**src/acb_pkg.sv**
```systemverilog
// Package for the converter control and byte-wide parallel port block.
// Assumes a single 20 MHz system clock; the converter master clock arrives as a synchronous input.
package acb_pkg;

	// ----------------------------------------------------------------
	// Widths and counts
	// ----------------------------------------------------------------
	localparam int DATA_W = 8;
	localparam int CHAN_W = 3;
	localparam int WORD_W = 16;
	localparam int CONV_CYCLES_12 = 12;
	localparam int CONV_CYCLES_10 = 10;
	localparam logic [3:0] CONV_CNT_W4_12 = 4'hC;
	localparam logic [3:0] CONV_CNT_W4_10 = 4'hA;

	// ----------------------------------------------------------------
	// Field positions in the byte port
	// ----------------------------------------------------------------
	localparam int HI_DATA_LSB = 0;
	localparam int HI_ID_LSB = 4;
	localparam int RES10_SHIFT = 2;

	// ----------------------------------------------------------------
	// Reset values
	// ----------------------------------------------------------------
	localparam logic [11:0] RESULT_RST = 12'h000;
	localparam logic [15:0] CTRL_RST = 16'h0000;
	localparam logic [15:0] SHADOW_RST = 16'h0000;

	// ----------------------------------------------------------------
	// Types
	// ----------------------------------------------------------------
	typedef enum logic [1:0] {
		ACB_IDLE,
		ACB_CONV,
		ACB_DONE
	} acb_state_e;

	// Bus strobes from the processor side; cs_n, rd_n and wr_n are active low, byte_half_select high picks the high byte.
	typedef struct packed {
		logic cs_n;
		logic rd_n;
		logic wr_n;
		logic byte_half_select;
	} acb_bus_s;

	// Result handed in by the analog converter core.
	typedef struct packed {
		logic [11:0] code;
		logic [2:0] chan;
	} acb_result_s;

endpackage

```
**src/acb_port.sv**
```systemverilog
// Conversion control and byte-wide tri-state port of an eight-channel converter.
// Assumes all inputs are synchronous to clk; the analog core supplies its result code and channel.
`timescale 1ns/10ps

// Functional notes
// - Low half select puts low byte on lines.
// - Ten-bit low byte: two zero LSBs, data.
// - High half: upper four bits on lines 0-3.
// - High byte read carries channel id bits 4-5.
// - Data lines tri-state, read results, write registers.
// - Busy rises after trigger fall, holds conversion.
// - Busy falls after result loads output register.
// - Track resumes just before busy falls.
// - Conversion lasts 12 or 10 master clocks.
// - Trigger fall switches to hold, starts conversion.
// - Trigger rise powers up from automatic low power.
// - Drive result when chip select and read low.
module acb_port #(
	parameter int RES_BITS = 12
) (
	// Clock and reset
	input wire logic clk,
	input wire logic rst_n,
	// Processor bus
	input wire acb_pkg::acb_bus_s bus,
	input wire logic [7:0] data_lines_in,
	output logic [7:0] data_lines_out,
	output logic data_lines_oe,
	// Conversion control pins
	input wire logic conversion_trigger,
	input wire logic conversion_master_clock,
	output logic busy,
	// Power state request from control logic
	input wire logic auto_standby,
	output logic powered_up,
	// Analog core
	input wire acb_pkg::acb_result_s core_result,
	output logic track_hold_n,
	output logic [15:0] ctrl_word,
	output logic [15:0] shadow_word
);

	// Only the two resolutions below have a conversion length and a byte layout.
	if (RES_BITS != 12 && RES_BITS != 10) begin : g_res_check
		$error("RES_BITS must be 12 or 10");
	end

	// ----------------------------------------------------------------
	// Reset synchroniser
	// ----------------------------------------------------------------
	logic rst_meta_reg;
	logic rst_sync_reg;

	// Release is delayed two clocks so no flop leaves reset on a metastable edge.
	always_ff @(posedge clk or negedge rst_n) begin
		if (!rst_n) begin
			rst_meta_reg <= 1'b0;
			rst_sync_reg <= 1'b0;
		end else begin
			rst_meta_reg <= 1'b1;
			rst_sync_reg <= rst_meta_reg;
		end
	end

	// ----------------------------------------------------------------
	// Edge detection of inputs
	// ----------------------------------------------------------------
	logic trig_d_reg;
	logic mclk_d_reg;
	logic wr_d_reg;
	logic trig_fall;
	logic trig_rise;
	logic mclk_rise;
	logic wr_rise;
	logic [2:0] edge_next;

	always_comb begin
		edge_next = {conversion_trigger, conversion_master_clock, bus.wr_n | bus.cs_n};
	end

	always_ff @(posedge clk or negedge rst_sync_reg) begin
		if (!rst_sync_reg) begin
			trig_d_reg <= 1'b1;
			mclk_d_reg <= 1'b0;
			wr_d_reg <= 1'b1;
		end else begin
			{trig_d_reg, mclk_d_reg, wr_d_reg} <= edge_next;
		end
	end

	assign trig_fall = trig_d_reg & ~conversion_trigger;
	assign trig_rise = ~trig_d_reg & conversion_trigger;
	assign mclk_rise = ~mclk_d_reg & conversion_master_clock;
	// A write commits on the first clock that sees the combined strobe low. A longer strobe
	// must not commit again, or one high write would land in both registers.
	assign wr_rise = wr_d_reg & ~(bus.wr_n | bus.cs_n);

	// ----------------------------------------------------------------
	// Conversion state machine
	// ----------------------------------------------------------------
	localparam logic [3:0] CONV_LEN = (RES_BITS == 12) ? acb_pkg::CONV_CNT_W4_12 : acb_pkg::CONV_CNT_W4_10;

	acb_pkg::acb_state_e state_reg, state_next;
	logic [3:0] cnt_reg, cnt_next;
	logic [11:0] result_reg, result_next;
	logic [2:0] chan_reg, chan_next;
	logic busy_reg, busy_next;
	logic hold_reg, hold_next;
	logic power_reg, power_next;

	// Busy and hold follow the state; the result lands before busy drops.
	always_comb begin
		state_next = state_reg;
		cnt_next = cnt_reg;
		result_next = result_reg;
		chan_next = chan_reg;
		busy_next = busy_reg;
		hold_next = hold_reg;
		power_next = power_reg;
		if (trig_rise) begin
			power_next = 1'b1;
		end else if (auto_standby && state_reg == acb_pkg::ACB_IDLE && !trig_fall) begin
			power_next = 1'b0;
		end
		unique case (state_reg)
			acb_pkg::ACB_IDLE: begin
				// A trigger fall during a conversion is ignored; the controller must wait.
				if (trig_fall) begin
					state_next = acb_pkg::ACB_CONV;
					cnt_next = 4'h0;
					hold_next = 1'b1;
					busy_next = 1'b1;
				end
			end
			acb_pkg::ACB_CONV: begin
				if (mclk_rise) begin
					cnt_next = cnt_reg + 4'h1;
					if (cnt_reg + 4'h1 == CONV_LEN) begin
						result_next = core_result.code;
						chan_next = core_result.chan;
						hold_next = 1'b0;
						state_next = acb_pkg::ACB_DONE;
					end
				end
			end
			acb_pkg::ACB_DONE: begin
				// Busy drops one clock after the output register loads.
				busy_next = 1'b0;
				state_next = acb_pkg::ACB_IDLE;
			end
			default: begin
				state_next = acb_pkg::ACB_IDLE;
				busy_next = 1'b0;
				hold_next = 1'b0;
			end
		endcase
	end

	always_ff @(posedge clk or negedge rst_sync_reg) begin
		if (!rst_sync_reg) begin
			state_reg <= acb_pkg::ACB_IDLE;
			cnt_reg <= 4'h0;
			result_reg <= acb_pkg::RESULT_RST;
			chan_reg <= 3'h0;
			busy_reg <= 1'b0;
			hold_reg <= 1'b0;
			power_reg <= 1'b1;
		end else begin
			state_reg <= state_next;
			cnt_reg <= cnt_next;
			result_reg <= result_next;
			chan_reg <= chan_next;
			busy_reg <= busy_next;
			hold_reg <= hold_next;
			power_reg <= power_next;
		end
	end

	assign busy = busy_reg;
	assign track_hold_n = ~hold_reg;
	assign powered_up = power_reg;

	// ----------------------------------------------------------------
	// Register writes
	// ----------------------------------------------------------------
	logic [15:0] ctrl_reg, ctrl_next;
	logic [15:0] shadow_reg, shadow_next;
	logic [7:0] low_latch_reg, low_latch_next;
	logic shadow_sel_reg, shadow_sel_next;

	// Low byte is staged; the high write commits the full word. Control bit 0 routes
	// the following word to the shadow register, a small stand-in for the full map.
	always_comb begin
		ctrl_next = ctrl_reg;
		shadow_next = shadow_reg;
		low_latch_next = low_latch_reg;
		shadow_sel_next = shadow_sel_reg;
		if (wr_rise) begin
			if (!bus.byte_half_select) begin
				low_latch_next = data_lines_in;
			end else if (shadow_sel_reg) begin
				shadow_next = {4'h0, data_lines_in[3:0], low_latch_reg};
				shadow_sel_next = 1'b0;
			end else begin
				ctrl_next = {4'h0, data_lines_in[3:0], low_latch_reg};
				shadow_sel_next = low_latch_reg[0];
			end
		end
	end

	always_ff @(posedge clk or negedge rst_sync_reg) begin
		if (!rst_sync_reg) begin
			ctrl_reg <= acb_pkg::CTRL_RST;
			shadow_reg <= acb_pkg::SHADOW_RST;
			low_latch_reg <= 8'h00;
			shadow_sel_reg <= 1'b0;
		end else begin
			ctrl_reg <= ctrl_next;
			shadow_reg <= shadow_next;
			low_latch_reg <= low_latch_next;
			shadow_sel_reg <= shadow_sel_next;
		end
	end

	assign ctrl_word = ctrl_reg;
	assign shadow_word = shadow_reg;

	// ----------------------------------------------------------------
	// Read data path
	// ----------------------------------------------------------------
	logic [7:0] rd_data_reg, rd_data_next;
	logic oe_reg, oe_next;

	// Output data is registered, so it appears one clock after both strobes are low.
	always_comb begin
		oe_next = ~bus.cs_n & ~bus.rd_n & bus.wr_n;
		if (bus.byte_half_select) begin
			rd_data_next = {2'b00, chan_reg[1:0], result_reg[11:8]};
		end else if (RES_BITS == 10) begin
			// The high byte already carries bits 11 to 8, so the low byte holds the six below.
			rd_data_next = {result_reg[7:2], 2'b00};
		end else begin
			rd_data_next = result_reg[7:0];
		end
	end

	always_ff @(posedge clk or negedge rst_sync_reg) begin
		if (!rst_sync_reg) begin
			rd_data_reg <= 8'h00;
			oe_reg <= 1'b0;
		end else begin
			rd_data_reg <= rd_data_next;
			oe_reg <= oe_next;
		end
	end

	assign data_lines_out = rd_data_reg;
	assign data_lines_oe = oe_reg;

endmodule // acb_port

```
**config.mk**
```make
export PLATFORM = sky130hd
export DESIGN_NAME = acb_port
export DESIGN_NICKNAME = d
export VERILOG_FILES = /design/src/acb_pkg.sv /design/src/acb_port.sv
export SDC_FILE = /design/constraint.sdc
export NUM_CORES = 1
export LEC_CHECK = 0
export BUFFER_PORTS_ARGS = -buffer_cell sky130_fd_sc_hd__buf_2
export CELL_PAD_IN_SITES_DETAIL_PLACEMENT = 1
export CELL_PAD_IN_SITES_GLOBAL_PLACEMENT = 1
export CORE_MARGIN = 4
export CORE_UTILIZATION = 40
export CTS_BUF_LIST = sky130_fd_sc_hd__clkbuf_8 sky130_fd_sc_hd__clkbuf_16
export DETAILED_ROUTE_END_ITERATION = 6
export GPL_TIMING_DRIVEN = 0
export HOLD_SLACK_MARGIN = 0.06
export PLACE_DENSITY = 0.74
export SLEW_MARGIN = 20
export SYNTH_ARGS = -nofsm -noshare
export SYNTH_HDL_FRONTEND = slang
export SYNTH_SLANG_ARGS = --single-unit
```
**constraint.sdc**
```tcl
create_clock -name clk -period 4.67 [get_ports clk]
set_input_delay 0.467 -clock clk [delete_from_list [all_inputs] [get_ports clk]]
set_output_delay 0.467 -clock clk [all_outputs]
set_load 0.01 [all_outputs]
```
# Yosys cells after proc, flatten, opt, wreduce, memory -nomap -nowiden
# Cells that the tools add are included.
# Widths: inputs -> output; s select.
# word_totals
ff_bits	70
inputBits	32
out_inout_bits	44
elab_cells	74
# op_classes
n_addsub	1
eq_ne	6
mux	16
bitwise_logic	18
reduce_logical	15
# ops
op	n
$reduce_and 3->1	5
$not 1->1	11
$mux 4	2
$mux 8	1
$pmux 4 s2	1
$and 1x1->1	6
$mux 1	6
$mux 2	3
$ne 2x2->1 const B	3
$reduce_and 2->1	3
$add 4x1->4 const B	1
$eq 4x4->1 const B	1
$pmux 2 s2	1
$reduce_and 4->1	1
$reduce_bool 2->1	2
$pmux 1 s3	1
$eq 2x1->1 const B	1
$eq 2x2->1 const B	1
$logic_and 1x1->1	2
$logic_not 2->1	1
$pmux 1 s2	1
$logic_not 1->1	1
$or 1x1->1	1

# Longest topological paths before layout
# logic_depth
depth_word	6
depth_mapped	5
depth_no_buf	4

# Worst setup path after synthesis
# Ideal clock, no wire load.
# synth_path
path_kind	input to register
from	in bus[0] in the netlist's numbering
to	reg ctrl_reg[0], in the netlist ctrl_word[0]
setup_ps	125
arrival_time_ps	1477
required_ps	4545
slack_ps	3068
stages	5
path_buffers	2
cell_sequence	buf_6 > nor4bb_4 > and2b_4 > buf_12 > mux2_4
# synth_via
elab_chain_cells	1
# synth_rtl
item	line	rtl
start, declared	acb_port.sv:25	input wire acb_pkg::acb_bus_s bus,
$reduce_and 3->1 (no source line)	-	
end signal, assigned	acb_port.sv:213	ctrl_reg <= acb_pkg::CTRL_RST;
end signal, assigned	acb_port.sv:218	ctrl_reg <= ctrl_next;
end, declared	acb_port.sv:186	logic [15:0] ctrl_reg, ctrl_next;
# No other way between the ends.
# A chain may end at the register's enable or synchronous reset.

# Final worst setup path
# layout_path
from	reg wr_d_reg
to	reg ctrl_reg[8], in the netlist ctrl_word[8]
# layout_via
elab_chain_cells	2
# layout_rtl
item	line	rtl
start, declared	acb_port.sv:70	logic wr_d_reg;
start signal, assigned	acb_port.sv:87	{trig_d_reg, mclk_d_reg, wr_d_reg} <= edge_next;
$and 1x1->1	acb_port.sv:96	assign wr_rise = wr_d_reg & ~(bus.wr_n | bus.cs_n);
$reduce_and 3->1 (no source line)	-	
# No other way between the ends.

==> qor.yml <==
outcome:
  outcome: "finished clean"
clock_network:
  htree_levels: 3
  cts-root-buf: "clkbuf_8"
  postCtsResizedCells: 0
  clk_transition_reported_paths_ps: 70
  clkSinkCount: 70
  cts_buffers: 9
  tritoncts: "yes"
  cts_max_path_buffers: 2
  clock_latency_ps: 330
synthesis:
  synth-xor-area-share_pct: 0.3053
  synthDominantCellAreaShare_pct: 58.44
  synth_mux_area_share_pct: 22.90
  synth_top_area_cell: "dfrtp_1"
  ys.flop_type: "dfrtp_1"
  async_flop_share_pct: 100.0
  synthTopCellsByArea: "dfrtp_1, mux2_2, mux2_4"
  synth-simple-area-share_pct: 7.501
  syn_avg_cell_area_um2: 15.94
  yosys_warnings: 0
  yosysSeqAreaShare_pct: 61.19
  yosysUniqueCellTypes: 35
  synth_most_common_cell: "dfrtp_1"
  synth_edf_count: 0
  synth_top_family_by_area: "multiplexers"
  ys_seq_elements: 70
  postSynthCellCount: 180
  synth-compound-area-share_pct: 2.399
  yosys-top-cells-count: "dfrtp_1, mux2_2, mux2_4"
  synth_fa_ha_area_share_pct: 0.4361
  synth_area_um2: 2869
detailed_routing:
  wl_per_cell_um: 15.08
  routed_wl_mm: 5.521
  dr_total_vias: 1698
  drtAntennaViolNets: 0
  drc: 0
  first_pass_iters: 4
  first_iter_violations: 24
  via_per_inst: 4.639
power:
  p_int_w: 0.001337
  ir_drop_v: 0.0001778
  p_clk_share_pct: 24.2
  swShare_pct: 28.44
  p_per_area_nw_per_um2: 524.1
  leakagePower_nw: 1.871
  pwr-share-comb_pct: 27.0
  pwr-share-seq_pct: 48.8
  total_power_w: 0.001868
  p_sw_w: 0.0005313
worst_setup_path:
  crit_path_max_fanout: 10
  arrival_ps: 1900
  critPathRequiredTime_ps: 4880
  end_kind: "register"
  r2r_cells: 4
  startpoint_type: "register"
  critPathKind: "reg2reg"
min_path:
  hold_path_class: "reg2async"
timing:
  max_freq_ghz: 0.5920
  min_period_ps: 1689
  period_share_pct: 36.17
  fin_setup_tns_ps: 0
  finClkSkew_ps: 6.657
  rsz0062_at_grt: "no"
  maxSlewViolCount: 0
  finalHoldViolations: 0
  slew_headroom_pct: 55.77
  tightestPinTransition_ps: 660.7
  setup_viol: 0
global_routing:
  antenna_found_initial: 1
  grt_pass1_vias: 1847
  overflow: 0
  grt_usage_pct: 13.87
  grt_max_degree: 57
  grt_pass1_wl_mm: 9.087
placement:
  dp_hpwl_mm: 4.017
  place.gp.congestion: 0.7398
  numPortBuffers: 65
final_layout:
  nets: 298
  num_antenna_cells: 0
  area_delta_synth_final_pct: 24.25
  drive_above_1_share_pct: 58.15
floorplan:
  pin_count: 76
  core-area_um2: 6869
  die_area_um2: 8591
  die_y_um: 92.69
  die_w_um: 92.69
  rows: 30
  start_util_pct: 41.77
run:
  maxCapViolations: 0
per-stage QoR:
stage	util [%]	instance area [um2]	std cells	hold slack, ps	setup WS, ps
floorplan	-	2895	187	171.4	2582
global placement	48.63	3341	348	253.7	1788
detailed placement	49.09	3372	349	181.6	2849
CTS	51.89	3565	366	189.3	2952
global route	51.89	3565	366	201.1	2874
finish	51.89	3565	366	179.2	2981
kinds of logic after synthesis:
kind of cell,count (synthesis)
flops,70
mux,52
simple gates,24
buf+inv,19
compound gates,11
other cells,2
fa+ha+maj,1
xor+xnor,1
power by group through the flow:
stage / registers, W / logic, W / clock network [W]
2_1_floorplan: 0.000964 / 0.000263 / 0
3_3_place_gp: 0.000925 / 0.000480 / 0
3_5_place_dp: 0.000924 / 0.000512 / 0
4_1_cts: 0.000916 / 0.000516 / 0.000470
5_1_grt: 0.000940 / 0.000549 / 0.000506
6_report: 0.000912 / 0.000505 / 0.000452
layer usage:
| layer | global-route usage (%) | wire [um] | vias up |
|---|---|---|---|
| met5 | 0 | 13 | - |
| met4 | 5.861 | 83 | 2 |
| met3 | 5.037 | 410 | 12 |
| met2 | 22.96 | 2782 | 52 |
| met1 | 16.26 | 2230 | 850 |
| li1 | - | - | 782 |
cells in the final DEF (no fill, tap or decap), types with 4 or more instances in the layout:
cell type / synthesis / final
buf_2: 0 / 65
buf_4: 8 / 8
clkbuf_8: 0 / 9
conb_1: 2 / 9
dfrtp_1: 67 / 66
inv_1: 6 / 9
mux2_2: 33 / 33
mux2_4: 19 / 19
nand3_1: 4 / 4
o21ai_0: 5 / 5
repair_timing:
item / in CTS / in global routing
endpoints found under the hold margin: 2 / 0
setup buffers: 0 / 0
hold buffers: 1 / 0
final timing paths:
| check | from | to | slack (ps) |
|---|---|---|---|
| worst min-delay path | rst_sync_reg | mclk_d_reg | 180 |
| max in group asynchronous | rst_sync_reg | wr_d_reg | 3920 |
| worst max-delay path | wr_d_reg | ctrl_word[8] | 2980 |
| worst min register to register | rst_sync_reg | mclk_d_reg | 180 |
| min in group clk | conversion_trigger | trig_d_reg | 260 |
| worst max register to register | wr_d_reg | ctrl_word[8] | 2980 |
cell type report:
cell class	count	area, um2
plain buffers	13	121.4
clock buffers	9	123.9
clock inverters	7	58.81
fillers	719	3304
inverters	6	22.52
multi-input cells	98	996.0
flip-flops and latches	70	1759
well taps	96	120.1
repair buffers	67	362.8
critical path, cell delays in order (launching register included):
cell	delay, ps
dfstp_2	540
nor4bb_4	330
and2b_4	250
buf_12	160
mux2_4	300
Note: power is estimated with default switching activity, not from simulation.
